$ cat config.mk
export PLATFORM = sky130hd
export DESIGN_NAME = dual_slope_freq_correct_pwm
export DESIGN_NICKNAME = d
export VERILOG_FILES = /design/src/pfc_pwm_pkg.sv /design/src/dual_slope_freq_correct_pwm.sv
export VERILOG_INCLUDE_DIRS = /design/src
export SDC_FILE = /design/constraint.sdc
export NUM_CORES = 1
export LEC_CHECK = 0
export CORE_UTILIZATION = 58
export CTS_CLUSTER_SIZE = 30
export DETAILED_ROUTE_END_ITERATION = 10
export DONT_BUFFER_PORTS = 1
export GPL_ROUTABILITY_DRIVEN = 0
export PLACE_DENSITY = 0.76
export SKIP_CTS_REPAIR_TIMING = 1
export SYNTH_ARGS = -nofsm -noshare
export SYNTH_HDL_FRONTEND = slang
export SYNTH_SLANG_ARGS = --single-unit
$ cat constraint.sdc
create_clock -name core_clk -period 4.1 [get_ports core_clk]
set_input_delay 0.615 -clock core_clk [delete_from_list [all_inputs] [get_ports core_clk]]
set_output_delay 0.615 -clock core_clk [all_outputs]
set_load 0.005 [all_outputs]
$ cat src/pfc_pwm_defines.svh
// offsets, field positions, reset values and prescaler counts of the pwm timer
`ifndef PFC_PWM_DEFINES_SVH
`define PFC_PWM_DEFINES_SVH
`define OFS_CTRL_A 12'h000
`define OFS_CTRL_B 12'h004
`define OFS_COUNTER 12'h008
`define OFS_CMP_A 12'h00C
`define OFS_CMP_B 12'h010
`define OFS_CAPTURE 12'h014
`define OFS_FLAGS 12'h018
`define OFS_PIN_DIR 12'h01C
`define FLD_ACT_A 7:6
`define FLD_ACT_B 5:4
`define FLD_MODE_LO 1:0
`define FLD_MODE_HI 4:3
`define FLD_PRESCALE 2:0
`define BIT_OVF 0
`define BIT_MATCH_A 1
`define BIT_MATCH_B 2
`define BIT_CAPT 5
`define RST_WORD 32'h0000_0000
`define RST_TOP 16'hFFFF
`define MODE_ICR_TOP 4'h8
`define MODE_CMPA_TOP 4'h9
`define MODE_CMPA_TOP_PC 4'hB
`define DIV_8 11'h008
`define DIV_64 11'h040
`define DIV_256 11'h100
`define DIV_1024 11'h400
`endif

$ cat src/pfc_pwm_pkg.sv
// types shared by the pwm timer
package pfc_pwm_pkg;
    typedef enum logic [1:0] {DIR_UP = 2'b01, DIR_DOWN = 2'b10} dir_t;
    typedef enum logic [1:0] {ACT_OFF = 2'h0, ACT_TOGGLE = 2'h1, ACT_NONINV = 2'h2,
        ACT_INV = 2'h3} action_t;
endpackage

$ cat src/dual_slope_freq_correct_pwm.sv
// phase and frequency correct pwm timer with an ahb-lite register slave
// Function
// RQ1: modes 8 and 9 count 0x0000 up to TOP then back down, repeatedly.
// RQ2: non-inverting: clear output on up-count match, set on down-count match.
// RQ3: inverting: set output on up-count match, clear on down-count match.
// RQ4: TOP is capture value in mode 8, compare A in mode 9.
// RQ5: software keeps TOP at least 0x0003; maximum is full 16 bits.
// RQ6: counter holds TOP exactly one timer tick before decrementing.
// RQ7: channel match flag sets whenever counter equals its compare value.
// RQ8: at BOTTOM load buffered compares and set overflow flag same tick.
// RQ9: compare A flag or capture flag sets when counter reaches TOP.
// RQ10: software keeps TOP at or above every compare value.
// RQ11: compares change only at BOTTOM so both slopes stay equal.
// RQ12: action two gives non-inverted pwm, action three inverted pwm.
// RQ13: compare output reaches pin only when its direction bit is set.
// RQ14: tick is clock divided by 1, 8, 64, 256 or 1024.
// RQ15: compare BOTTOM gives constant low, TOP gives high; inverted opposite.
// RQ16: mode 9 with channel A action 1 toggles output A each match.
// RQ17: fully synchronous; the tick is a clock enable.
// RQ18: software should use compare A as TOP when changing frequency.
// RQ19: action zero disconnects; action one toggles A only in modes 9 or 11. Toggles only in mode 9; mode 11 enables pin A but never counts.
// RQ20: mode select low bits in control A, high bits in control B.
// RQ21: after reset counter counts up; flips at TOP and at BOTTOM.
//
// Register access over AHB-Lite and the register addresses were chosen for this implementation.
`timescale 1ns/100ps
`default_nettype none
`include "pfc_pwm_defines.svh"
module dual_slope_freq_correct_pwm
    import pfc_pwm_pkg::*;
(
    input wire logic core_clk,
    input wire logic nrst,
    input wire logic hsel,
    input wire logic [11:0] haddr,
    input wire logic [1:0] htrans,
    input wire logic hwrite,
    input wire logic [2:0] hsize,
    input wire logic [31:0] hwdata,
    input wire logic hready,
    output logic [31:0] hrdata,
    output logic hreadyout,
    output logic hresp,
    output logic compareOutputA,
    output logic compareOutputAEn,
    output logic compareOutputB,
    output logic compareOutputBEn
);
    logic [7:0] ctrlA_reg;
    logic [7:0] ctrlB_reg;
    logic [15:0] counter_reg;
    logic [15:0] cmpA_reg;
    logic [15:0] cmpB_reg;
    logic [15:0] cmpABuf_reg;
    logic [15:0] cmpBBuf_reg;
    logic [15:0] capture_reg;
    logic [5:0] flags_reg;
    logic [1:0] pinDir_reg;
    logic [10:0] presc_reg;
    dir_t dir_reg;
    dir_t stepDir;
    logic waveA_reg;
    logic waveB_reg;
    logic wrPend_reg;
    logic [11:0] wrAddr_reg;
    logic tick;
    logic [10:0] divide;
    logic [3:0] mode;
    logic pfcMode;
    logic [15:0] topValue;
    logic atTop;
    logic atBottom;
    logic matchA;
    logic matchB;
    action_t actA;
    action_t actB;
    logic busSel;
    logic [31:0] wData;

    // compare output reaction for one channel; returns new level
    function automatic logic waveNext(input logic cur, input logic hit, input dir_t d,
        input action_t a, input logic toggleOk);
        logic r;
        r = cur;
        if (hit)
        begin
            case (a)
                ACT_TOGGLE: r = toggleOk ? ~cur : cur;
                ACT_NONINV: r = (d == DIR_UP) ? 1'b0 : 1'b1;
                ACT_INV: r = (d == DIR_UP) ? 1'b1 : 1'b0;
                default: r = cur;
            endcase
        end
        return r;
    endfunction

    // mode split across two control registers
    assign mode = {ctrlB_reg[`FLD_MODE_HI], ctrlA_reg[`FLD_MODE_LO]}; // RQ20
    assign pfcMode = (mode == `MODE_ICR_TOP) || (mode == `MODE_CMPA_TOP); // RQ1
    assign topValue = (mode == `MODE_ICR_TOP) ? capture_reg : cmpA_reg; // RQ4
    assign atTop = pfcMode && (counter_reg == topValue);
    assign atBottom = pfcMode && (counter_reg == 16'h0000);
    assign matchA = pfcMode && (counter_reg == cmpA_reg);
    assign matchB = pfcMode && (counter_reg == cmpB_reg);
    assign actA = action_t'(ctrlA_reg[`FLD_ACT_A]);
    assign actB = action_t'(ctrlA_reg[`FLD_ACT_B]);

    // direction of the step leaving this value: bottom always leaves upward, top downward,
    // so a non-inverted compare at bottom gives a steady low and one at top a steady high, inverted the opposite
    always_comb
    begin
        if (atTop)
            stepDir = DIR_DOWN; // RQ15
        else if (atBottom)
            stepDir = DIR_UP; // RQ15
        else
            stepDir = dir_reg;
    end

    // prescaler select; zero select leaves the timer stopped
    always_comb
    begin
        case (ctrlB_reg[`FLD_PRESCALE])
            3'h1: divide = 11'h001;
            3'h2: divide = `DIV_8;
            3'h3: divide = `DIV_64;
            3'h4: divide = `DIV_256;
            3'h5: divide = `DIV_1024;
            default: divide = 11'h000;
        endcase
    end

    // tick is an enable on core_clk, never a clock of its own
    always_ff @(posedge core_clk or negedge nrst)
    begin
        if (!nrst)
            presc_reg <= 11'h000;
        else if (divide == 11'h000 || presc_reg >= divide - 11'h001)
            presc_reg <= 11'h000; // RQ17
        else
            presc_reg <= presc_reg + 11'h001;
    end
    assign tick = (divide != 11'h000) && (presc_reg >= divide - 11'h001); // RQ14

    // bus address phase is captured; write data lands one cycle later
    assign busSel = hsel && hready && htrans[1];
    always_ff @(posedge core_clk or negedge nrst)
    begin
        if (!nrst)
        begin
            wrPend_reg <= 1'b0;
            wrAddr_reg <= 12'h000;
        end
        else
        begin
            wrPend_reg <= busSel && hwrite;
            if (busSel)
                wrAddr_reg <= haddr;
        end
    end
    assign wData = hwdata;
    assign hreadyout = 1'b1;
    assign hresp = 1'b0;

    // read data registered from the address phase
    always_ff @(posedge core_clk or negedge nrst)
    begin
        if (!nrst)
            hrdata <= `RST_WORD;
        else if (busSel && !hwrite)
        begin
            case (haddr)
                `OFS_CTRL_A: hrdata <= {24'h0, ctrlA_reg};
                `OFS_CTRL_B: hrdata <= {24'h0, ctrlB_reg};
                `OFS_COUNTER: hrdata <= {16'h0, counter_reg};
                `OFS_CMP_A: hrdata <= {16'h0, cmpABuf_reg};
                `OFS_CMP_B: hrdata <= {16'h0, cmpBBuf_reg};
                `OFS_CAPTURE: hrdata <= {16'h0, capture_reg};
                `OFS_FLAGS: hrdata <= {26'h0, flags_reg};
                `OFS_PIN_DIR: hrdata <= {30'h0, pinDir_reg};
                default: hrdata <= `RST_WORD;
            endcase
        end
    end

    // control, capture-value and direction registers
    always_ff @(posedge core_clk or negedge nrst)
    begin
        if (!nrst)
        begin
            ctrlA_reg <= 8'h00;
            ctrlB_reg <= 8'h00;
            capture_reg <= `RST_TOP;
            pinDir_reg <= 2'b00;
        end
        else if (wrPend_reg)
        begin
            case (wrAddr_reg)
                `OFS_CTRL_A: ctrlA_reg <= wData[7:0] & 8'hF3;
                `OFS_CTRL_B: ctrlB_reg <= wData[7:0] & 8'h1F;
                `OFS_CAPTURE: capture_reg <= wData[15:0];
                `OFS_PIN_DIR: pinDir_reg <= wData[1:0];
                default: ;
            endcase
        end
    end

    // software writes only reach the buffers; actives load at BOTTOM in modes 8 and 9, every cycle otherwise
    always_ff @(posedge core_clk or negedge nrst)
    begin
        if (!nrst)
        begin
            cmpABuf_reg <= `RST_TOP;
            cmpBBuf_reg <= 16'h0000;
        end
        else if (wrPend_reg && wrAddr_reg == `OFS_CMP_A)
            cmpABuf_reg <= wData[15:0];
        else if (wrPend_reg && wrAddr_reg == `OFS_CMP_B)
            cmpBBuf_reg <= wData[15:0];
    end

    // double buffer keeps both slopes of a period the same length
    always_ff @(posedge core_clk or negedge nrst)
    begin
        if (!nrst)
        begin
            cmpA_reg <= `RST_TOP;
            cmpB_reg <= 16'h0000;
        end
        else if (!pfcMode || (tick && atBottom))
        begin
            cmpA_reg <= cmpABuf_reg; // RQ8 RQ11
            cmpB_reg <= cmpBBuf_reg;
        end
    end

    // up/down counter; top lasts one tick since direction flips there
    always_ff @(posedge core_clk or negedge nrst)
    begin
        if (!nrst)
        begin
            counter_reg <= 16'h0000;
            dir_reg <= DIR_UP; // RQ21
        end
        else if (wrPend_reg && wrAddr_reg == `OFS_COUNTER)
            counter_reg <= wData[15:0];
        else if (tick && pfcMode)
        begin
            case (dir_reg)
                DIR_UP:
                begin
                    if (atTop)
                    begin
                        dir_reg <= DIR_DOWN; // RQ4 RQ6
                        counter_reg <= counter_reg - 16'h0001;
                    end
                    else
                        counter_reg <= counter_reg + 16'h0001; // RQ1
                end
                DIR_DOWN:
                begin
                    if (atBottom)
                    begin
                        dir_reg <= DIR_UP; // RQ21
                        counter_reg <= counter_reg + 16'h0001;
                    end
                    else
                        counter_reg <= counter_reg - 16'h0001;
                end
                default: dir_reg <= DIR_UP;
            endcase
        end
    end

    // flags: hardware set wins over a write-one clear in the same cycle
    always_ff @(posedge core_clk or negedge nrst)
    begin
        if (!nrst)
            flags_reg <= 6'h00;
        else
        begin
            for (int i = 0; i < 6; i++)
            begin
                if (wrPend_reg && wrAddr_reg == `OFS_FLAGS && wData[i])
                    flags_reg[i] <= 1'b0;
            end
            if (tick && atBottom)
                flags_reg[`BIT_OVF] <= 1'b1; // RQ8
            if (tick && (matchA || (atTop && mode == `MODE_CMPA_TOP)))
                flags_reg[`BIT_MATCH_A] <= 1'b1; // RQ7 RQ9
            if (tick && matchB)
                flags_reg[`BIT_MATCH_B] <= 1'b1; // RQ7
            if (tick && atTop && mode == `MODE_ICR_TOP)
                flags_reg[`BIT_CAPT] <= 1'b1; // RQ9
        end
    end

    // waveform levels; match at BOTTOM or TOP yields constant low or high
    always_ff @(posedge core_clk or negedge nrst)
    begin
        if (!nrst)
        begin
            waveA_reg <= 1'b0;
            waveB_reg <= 1'b0;
        end
        else if (tick)
        begin
            waveA_reg <= waveNext(waveA_reg, matchA, stepDir, actA,
                mode == `MODE_CMPA_TOP); // RQ2 RQ3 RQ12 RQ15 RQ16 RQ19
            waveB_reg <= waveNext(waveB_reg, matchB, stepDir, actB, 1'b0); // RQ2 RQ3
        end
    end

    // pin drive needs a connected action and the direction bit
    always_comb
    begin
        compareOutputA = waveA_reg;
        compareOutputB = waveB_reg;
        compareOutputAEn = pinDir_reg[0] && (actA == ACT_NONINV || actA == ACT_INV ||
            (actA == ACT_TOGGLE && (mode == `MODE_CMPA_TOP || mode == `MODE_CMPA_TOP_PC)));
        compareOutputBEn = pinDir_reg[1] && (actB == ACT_NONINV || actB == ACT_INV); // RQ13 RQ19
    end

    // overflow flag is always set the cycle after a tick at bottom
    bottom_ovf_a: assert property (@(posedge core_clk) disable iff (!nrst) // RQ8
        (tick && atBottom) |=> flags_reg[`BIT_OVF])
        else $error("overflow flag missed at bottom");
    top_hold_a: assert property (@(posedge core_clk) disable iff (!nrst) // RQ6
        (tick && atTop && dir_reg == DIR_UP && !wrPend_reg) |=> dir_reg == DIR_DOWN)
        else $error("direction did not flip at top");
    buffer_load_a: assert property (@(posedge core_clk) disable iff (!nrst) // RQ11
        (pfcMode && $changed(cmpA_reg)) |-> $past(tick && atBottom))
        else $error("compare changed away from bottom");
    noninv_up_a: assert property (@(posedge core_clk) disable iff (!nrst) // RQ2
        (tick && matchA && actA == ACT_NONINV && stepDir == DIR_UP) |=> !waveA_reg)
        else $error("output not cleared on up match");
    inv_down_a: assert property (@(posedge core_clk) disable iff (!nrst) // RQ3
        (tick && matchB && actB == ACT_INV && stepDir == DIR_DOWN) |=> !waveB_reg)
        else $error("inverted output not cleared on down match");
    pin_gate_a: assert property (@(posedge core_clk) disable iff (!nrst) // RQ13
        !pinDir_reg[0] |-> !compareOutputAEn)
        else $error("pin driven without direction bit");
    top_flag_a: assert property (@(posedge core_clk) disable iff (!nrst) // RQ9
        (tick && atTop && mode == `MODE_ICR_TOP) |=> flags_reg[`BIT_CAPT])
        else $error("capture flag missed at top");
    bottom_turn_a: assert property (@(posedge core_clk) disable iff (!nrst) // RQ21
        (tick && atBottom && !wrPend_reg) |=> dir_reg == DIR_UP)
        else $error("direction not upward after bottom");
endmodule
`default_nettype wire

==> implementation parameters, run 1 <==
Parameter                              Value

Drt
  Antenna-violating nets left    0
  Drt total wl    23.5 mm
  Drt first pass iters    11
  Post-DR wirelength/cell    23.1 um
  Average via count per standard cell    6.71
  Violation count after the first detailed-routing iteration    roughly 800
  Via total after detailed routing    6812
  Drt drc    17

Synth
  Number of enable-type register cells in the synthesized netlist    0
  Post-synth ARST share    100%
  Mapped Area    8780 sq um
  Syn Inst Count    827
  Unique masters post-synth    71
  Flop and latch count out of synthesis    157
  Share of synthesized area occupied by flip-flops and latches    45.4%
  Synthesized area per cell    10.6 sq um
  Flip-flop cell with the highest count after synthesis    sky130_fd_sc_hd__dfrtp_1
  Number of warnings reported in the yosys synthesis log    0

Floorplanning
  DIE AREA    15600 sq um
  Row count    44
  Horizontal extent of the die    125 um
  Overall die height    125 um
  Count of boundary I/O pins    92
  Std-Cell Core Area    between 10000 and 15000 sq um
  Initial core utilization    ~60%

Cells and area
  Fraction of final layout cells sized beyond drive strength 1    27.1%
  Antenna cell count    0
  Area of all placed cells without fillers    9510 sq um
  Leading cell type in the layout, fill and taps excluded    sky130_fd_sc_hd__dfrtp_1
  Post-synthesis to final-layout area growth    8.28%
  Most used cells in the layout excluding fill and tap cells    108 x sky130_fd_sc_hd__dfrtp_1, 101 x sky130_fd_sc_hd__mux2_2, 84 x sky130_fd_sc_hd__nand2_1
  Filler cell count in the final layout    1093
  Nets    891

Critical path
  Nature of the critical path startpoint    register
  Class of the most critical setup path    register to register
  Cell family contributing the most delay on the critical path    simple AND/OR/NAND/NOR gates
  Crit-path cells    inv_1, ha_1, nor2_1, nand3_1, ha_1, a221o_1, ha_1, nand2_1, a32oi_1, o31ai_1, nand2b_1, or2_2, nor2_1, a21oi_1, or3_1
  Capturing element type of the critical path    register
  Library cell contributing the largest single delay on the critical path    sky130_fd_sc_hd__dfrtp_1
  CP dominant cell by count    sky130_fd_sc_hd__ha_1
  Arrival time reported for the critical path endpoint    approximately 4.2 ns
  Worst Path Required    4.40 ns
  Worst path buffer plus inverter count    1
  CP peak stage delay    approximately 0.44 ns
  Crit Path Max Fanout    6

Timing
  Final count of negative-setup-slack endpoints    0
  Final number of max-transition violations    0
  Hold Fails Final Rpt    0
  Maximum achievable frequency    259 MHz
  Actual transition at the worst max-transition pin    1.07 ns
  Clock skew after layout    0.00604 ns
  Final Cycle Share    94.1%
  Minimum clock period    between 3 and 4 ns
  Unrepaired setup endpoints after global routing    yes
  Max-Slew Margin vs Limit    approximately 28%

Power
  Reported net switching power    just under 1000 uW
  Portion of total power attributed to combinational logic    9.3%
  Int Pwr    2690 uW
  Peak VDD IR    roughly 0.37 mV
  Share of power burned in the clock network    42.3%
  Static leakage power    0.00392 uW
  Total power draw    3690 uW
  Power Dens Cells    388 nW/um^2
  Register share of total power    48.5%
  Fraction of power spent switching nets    26.9%

Global routing
  Vias in the first global route    ~6900
  Global-route wire length before repair    around 37 mm
  Initial antenna violation count    0
  Largest net degree at the start of global routing    158
  Total congestion overflow    0
  Overall routing resource usage    30.7%

Clock network
  Clock latency of the later-clocked register in the worst-skew pair    0.42 ns
  Buffer levels on the longest clock path    2
  Worst-path clk slew    0.07 ns
  Maximum level of the CTS H-tree    4
  Number of CTS-inserted buffers    17
  Cell at the root of the clock tree    sky130_fd_sc_hd__clkbuf_16
  Clk sink count    157
  TritonCTS clock tree    done

Job
  Number of maximum-capacitance constraint violations    0

Placement
  Input/output buffers    0
  Total placed instance area    8880 sq um
  HPWL after DPL    15.9 mm

Hold path
  Hold Crit Class    primary input to asynchronous set/reset pin

Outcome
  Failing checks    design-rule violations
  Run status    complete, but fails checks
[metrics by stage]
| stage | hold WS, ns | setup TNS (ns) | setup WS, ns | utilization, % | cells |
|---|---|---|---|---|---|
| global route | 0.0173 | -0.0667 | -0.0131 | 64.9 | 1015 |
| floorplan | 0.319 | 0 | 0.295 | - | 843 |
| detailed placement | 0.323 | 0 | 0.248 | 60.7 | 982 |
| CTS | -0.126 | 0 | 0.186 | 64.6 | 1014 |
| finish | 0.0380 | 0 | 0.244 | 64.9 | 1015 |
| global placement | 0.323 | 0 | 0.314 | 60.7 | 982 |
[final cells by class]
type	count	area [sq um]	area share (%)
timing repair buffer	22	189	1.99
sequential	157	3990	42.0
inverter	28	105	1.11
clock buffer	20	447	4.70
clock inverter	12	128	1.34
tap	184	230	2.42
multi-input combinational	592	4420	46.5
[cells by family (layout without fill, tap and decap cells)]
logic type / Yosys count / in the layout / share of synthesized area [%]
compound gates: 143 / 143 / 12.4
xor+xnor: 45 / 45 / 4.49
fa+ha+maj: 19 / 19 / 2.71
buf+inv: 94 / 82 / 5.30
flops: 157 / 157 / 45.4
mux: 116 / 116 / 15.3
other cells: 2 / 18 / 0.0855
simple gates: 251 / 251 / 14.3
[cells in the mapped netlist, drive strengths merged (10+ instances only)]
master	count	area, sq um
dfrtp	108	2700
mux2	102	1150
nand2	85	319
nor2	63	236
dfstp	49	1290
buf	34	240
xor2	34	298
clkbuf	32	120
inv	28	105
o21ai	24	120
ha	19	238
a21oi	17	85.1
nand3	17	85.1
o211ai	16	120
a31oi	15	93.8
nor4	15	106
a222oi	14	140
nor3	11	55.1
xnor2	11	96.3
mux2i	10	100
o311ai	10	87.6
[power by group through the flow]
stage          Combinational [uW]  Clock (uW)  Sequential (uW)
2_1_floorplan                 275           0             1760
3_3_place_gp                  283           0             1800
3_5_place_dp                  311           0             1800
4_1_cts                       316        1570             1780
5_1_grt                       378        1620             1800
6_report                      342        1560             1790
[metal layers]
metal  global-route usage (%)  vias up  routed length (um)
met5                        0        -                   0
met4                     11.0        0                 559
met3                     7.92       53                2290
met2                     49.9      379               11300
met1                     39.8     3418                9310
li1                         -     2962                   -
[worst reg2reg max path, stage by stage, from the launching register on]
cell                       delay, ns
sky130_fd_sc_hd__dfrtp_1        0.44
sky130_fd_sc_hd__inv_1          0.08
sky130_fd_sc_hd__ha_1           0.33
sky130_fd_sc_hd__nor2_1         0.19
sky130_fd_sc_hd__nand3_1        0.11
sky130_fd_sc_hd__ha_1           0.24
sky130_fd_sc_hd__a221o_1        0.33
sky130_fd_sc_hd__ha_1           0.30
sky130_fd_sc_hd__nand2_1        0.06
sky130_fd_sc_hd__a32oi_1        0.19
sky130_fd_sc_hd__o31ai_1        0.13
sky130_fd_sc_hd__nand2b_1       0.26
sky130_fd_sc_hd__or2_2          0.37
sky130_fd_sc_hd__nor2_1         0.20
sky130_fd_sc_hd__a21oi_1        0.11
sky130_fd_sc_hd__or3_1          0.39
[path summary, 6_finish.rpt]
| check | from | endpoint | slack, ns | cells after the start |
|---|---|---|---|---|
| setup / recovery | ctrlB_reg[2]$_DFFE_PN0P_ | dir_reg[1]$_DFFE_PN0P_ | 0.24 | 15 |
| hold / removal | nrst | dir_reg[0]$_DFFE_PN1P_ | 0.04 | 0 |
| setup reg to reg | ctrlB_reg[2]$_DFFE_PN0P_ | dir_reg[1]$_DFFE_PN0P_ | 0.24 | 15 |
| hold reg to reg | flags_reg[1]$_DFFE_PN0P_ | flags_reg[1]$_DFFE_PN0P_ | 0.49 | 1 |
| max in group asynchronous | nrst | cmpB_reg[13]$_DFFE_PN0P_ | 3.52 | 1 |
| min in group core_clk | hwdata[4] | counter_reg[4]$_DFFE_PN0P_ | 0.31 | 2 |
Note: power is estimated with default switching activity, not from simulation.
==> run 2: changes to the inputs <==
--- a/config.mk
+++ b/config.mk
@@ -7,10 +7,10 @@
 export NUM_CORES = 1
 export LEC_CHECK = 0
-export CORE_UTILIZATION = 58
+export CORE_UTILIZATION = 45
 export CTS_CLUSTER_SIZE = 30
 export DETAILED_ROUTE_END_ITERATION = 10
 export DONT_BUFFER_PORTS = 1
 export GPL_ROUTABILITY_DRIVEN = 0
-export PLACE_DENSITY = 0.76
+export SETUP_SLACK_MARGIN = 0.02
 export SKIP_CTS_REPAIR_TIMING = 1
 export SYNTH_ARGS = -nofsm -noshare
==> constraint.sdc (replaced) <==
create_clock -name core_clk -period 4.1 [get_ports core_clk]
set_input_delay 0.205 -clock core_clk [delete_from_list [all_inputs] [get_ports core_clk]]
set_output_delay 0.205 -clock core_clk [all_outputs]
set_load 0.005 [all_outputs]
==> implementation parameters, run 2 (synthesized netlist as in run 1, its figures left out) <==
Parameter                              Value

Hold path
  Hold Crit Class    primary input to register

Power
  Int Pwr    2730 uW (+1.4%)
  Fraction of power spent switching nets    28.1% (+1.2 points)
  Register share of total power    47.0% (-1.5 points)
  Reported net switching power    1070 uW (+7.7%)
  Power Dens Cells    383 nW/um^2 (-1.4%)
  Share of power burned in the clock network    43.0% (+0.7 points)
  Portion of total power attributed to combinational logic    10.1% (+0.8 points)
  Peak VDD IR    0.274 mV (-26%)
  Static leakage power    0.00407 uW (+3.8%)

Timing
  Setup TNS    0 ns (unchanged)
  Maximum achievable frequency    265 MHz (+2.1%)
  Hold Fails Final Rpt    0 (unchanged)
  Final Cycle Share    92.1% (-2.0 points)
  Worst hold margin    0.0857 ns (+0.0477 ns)
  Final number of max-transition violations    0 (unchanged)
  Max-Slew Margin vs Limit    22.4% (-5.9 points)
  Final count of negative-setup-slack endpoints    0 (unchanged)
  Minimum clock period    3.78 ns (-0.0808 ns)
  Clock skew after layout    0.0118 ns (+0.00578 ns)
  Unrepaired setup endpoints after global routing    no
  Actual transition at the worst max-transition pin    1.16 ns (+0.0875 ns)

Global routing
  Global-route wire length before repair    38.5 mm (+3.8%)
  Vias in the first global route    6804 (-1.1%)
  Largest net degree at the start of global routing    158 (unchanged)
  Overall routing resource usage    25.6% (-5.1 points)
  Total congestion overflow    0 (unchanged)
  Initial antenna violation count    1 (+1)

Cells and area
  Most used cells in the layout excluding fill and tap cells    107 x sky130_fd_sc_hd__dfrtp_1, 101 x sky130_fd_sc_hd__mux2_2, 85 x sky130_fd_sc_hd__nand2_1
  Nets    921 (+3.4%)
  Fraction of final layout cells sized beyond drive strength 1    26.4% (-0.71 points)
  Leading cell type in the layout, fill and taps excluded    sky130_fd_sc_hd__dfrtp_1
  Post-synthesis to final-layout area growth    13.2%
  Register area    3990 sq um (about the same)
  Utilization of the core after routing    52.6% (-12 points)
  Area of all placed cells without fillers    9940 sq um (+4.5%)
  Filler cell count in the final layout    1737 (+59%)
  Area used by multi-input combinational logic    4410 sq um (-0.20%)

Critical path
  Library cell contributing the largest single delay on the critical path    sky130_fd_sc_hd__or3_1
  Total stage count of the critical path    15 (unchanged)
  Class of the most critical setup path    register to register
  Worst Path Required    4.38 ns (-0.02 ns)
  Nature of the critical path startpoint    register
  Reg-to-Reg Start    ctrlB_reg[2]$_DFFE_PN0P_
  Arrival time reported for the critical path endpoint    4.05 ns (-0.10 ns)
  Worst path buffer plus inverter count    2 (+1)
  CP dominant cell by count    sky130_fd_sc_hd__ha_1
  Crit-path cells    inv_1, ha_1, nor2_1, nand3_1, ha_2, a221o_1, ha_1, nand2_1, a32oi_1, o31ai_2, nand2b_2, or3_1, buf_4, o211ai_1, o311ai_1
  CP peak stage delay    0.43 ns (about the same)
  RR Endpoint    counter_reg[14]$_DFFE_PN0P_
  Crit Path Max Fanout    12 (+6)
  Capturing element type of the critical path    register
  Worst setup path startpoint    ctrlB_reg[2]$_DFFE_PN0P_
  Cell family contributing the most delay on the critical path    simple AND/OR/NAND/NOR gates
  R2R setup slack    0.32 ns (+0.08 ns)
  Worst setup endpoint    counter_reg[14]$_DFFE_PN0P_
  Reg2Reg Depth    15 (unchanged)

Floorplanning
  Overall die height    142 um (+13%)
  Std-Cell Core Area    18900 sq um (+29%)
  Row count    50 (+14%)
  Initial core utilization    46.5% (-13 points)
  Count of boundary I/O pins    92 (unchanged)
  DIE AREA    20100 sq um (+28%)
  Horizontal extent of the die    142 um (+13%)

Placement
  Input/output buffers    0 (unchanged)
  HPWL after DPL    17.1 mm (+7.5%)
  Total placed instance area    8990 sq um (+1.2%)

Clock network
  Worst-path clk slew    0.07 ns (about the same)
  Clock latency of the later-clocked register in the worst-skew pair    0.43 ns (about the same)
  Clk sink count    157 (unchanged)
  Buffer levels on the longest clock path    2 (unchanged)
  Cell at the root of the clock tree    sky130_fd_sc_hd__clkbuf_16
  TritonCTS clock tree    done
  Maximum level of the CTS H-tree    4 (unchanged)
  Number of CTS-inserted buffers    17 (unchanged)

Drt
  Antenna-violating nets left    0 (unchanged)
  Average via count per standard cell    6.03 (-10%)
  Post-DR wirelength/cell    22.0 um (-4.9%)
  Violation count after the first detailed-routing iteration    606 (-26%)
  Via total after detailed routing    6761 (-0.75%)
  Drt drc    0 (-17)
  Drt total wl    24.7 mm (+5.2%)
  Drt first pass iters    7 (-4)

Job
  Number of maximum-capacitance constraint violations    0 (unchanged)

Outcome
  Run status    complete, no violations
==> run 2: layout make-up <==
type / count / share of cell area, %
timing repair buffer: 52 / 5.01
antenna: 1 / 0.0252
inverter: 28 / 1.06
tap: 260 / 3.27
clock inverter: 14 / 1.69
clock buffer: 18 / 4.42
sequential: 157 / 40.2
multi-input combinational: 592 / 44.4
==> run 2: layer usage <==
layer	track usage, %	routed length, um	vias up
met1	34.0	10800	3435
met5	0	13	-
li1	-	-	3035
met4	8.72	528	2
met2	41.5	11800	248
met3	5.33	1530	41
==> run 2: worst reg2reg max path, delay by kind of cell, from the launching register on <==
kind / cells / cell delay (ns)
AND/OR/NAND/NOR: 5 / 1.07
AO/OA/AOI/OAI: 5 / 1.01
adder cells (fa/ha/maj): 3 / 0.84
flip-flops: 1 / 0.42
buffers and inverters: 2 / 0.28
==> run 2: worst min path at each step <==
stage | endpoint | slack (ns) | start | depth (start not counted)
5_1_grt | hrdata[0]$_DFFE_PN0P_ | 0.09 | haddr[3] | 2
3_3_place_gp | presc_reg[7]$_DFF_PN0_ | -0.09 | nrst | 0
6_report | hrdata[1]$_DFFE_PN0P_ | 0.09 | haddr[3] | 2
2_1_floorplan | cmpBBuf_reg[0]$_DFFE_PN0P_ | -0.09 | nrst | 0
3_5_place_dp | presc_reg[6]$_DFF_PN0_ | -0.09 | nrst | 0
4_1_cts | presc_reg[6]$_DFF_PN0_ | -0.55 | nrst | 0
==> run 2: stage by stage <==
step / power [uW] / std cells / setup WS (ns)
global placement: 2090 / 1058 / 0.365
detailed placement: 2120 / 1058 / 0.200
finish: 3800 / 1122 / 0.325
CTS: 3760 / 1090 / 0.186
floorplan: 2040 / 843 / 0.295
global route: 3960 / 1121 / 0.0444
==> run 2: power by group through the flow <==
stage,sequential [uW],combinational [uW],clock [uW]
finish,1790,383,1630
detailed placement,1810,308,0
floorplan,1760,275,0
global placement,1800,283,0
global route,1800,434,1730
CTS,1780,308,1660
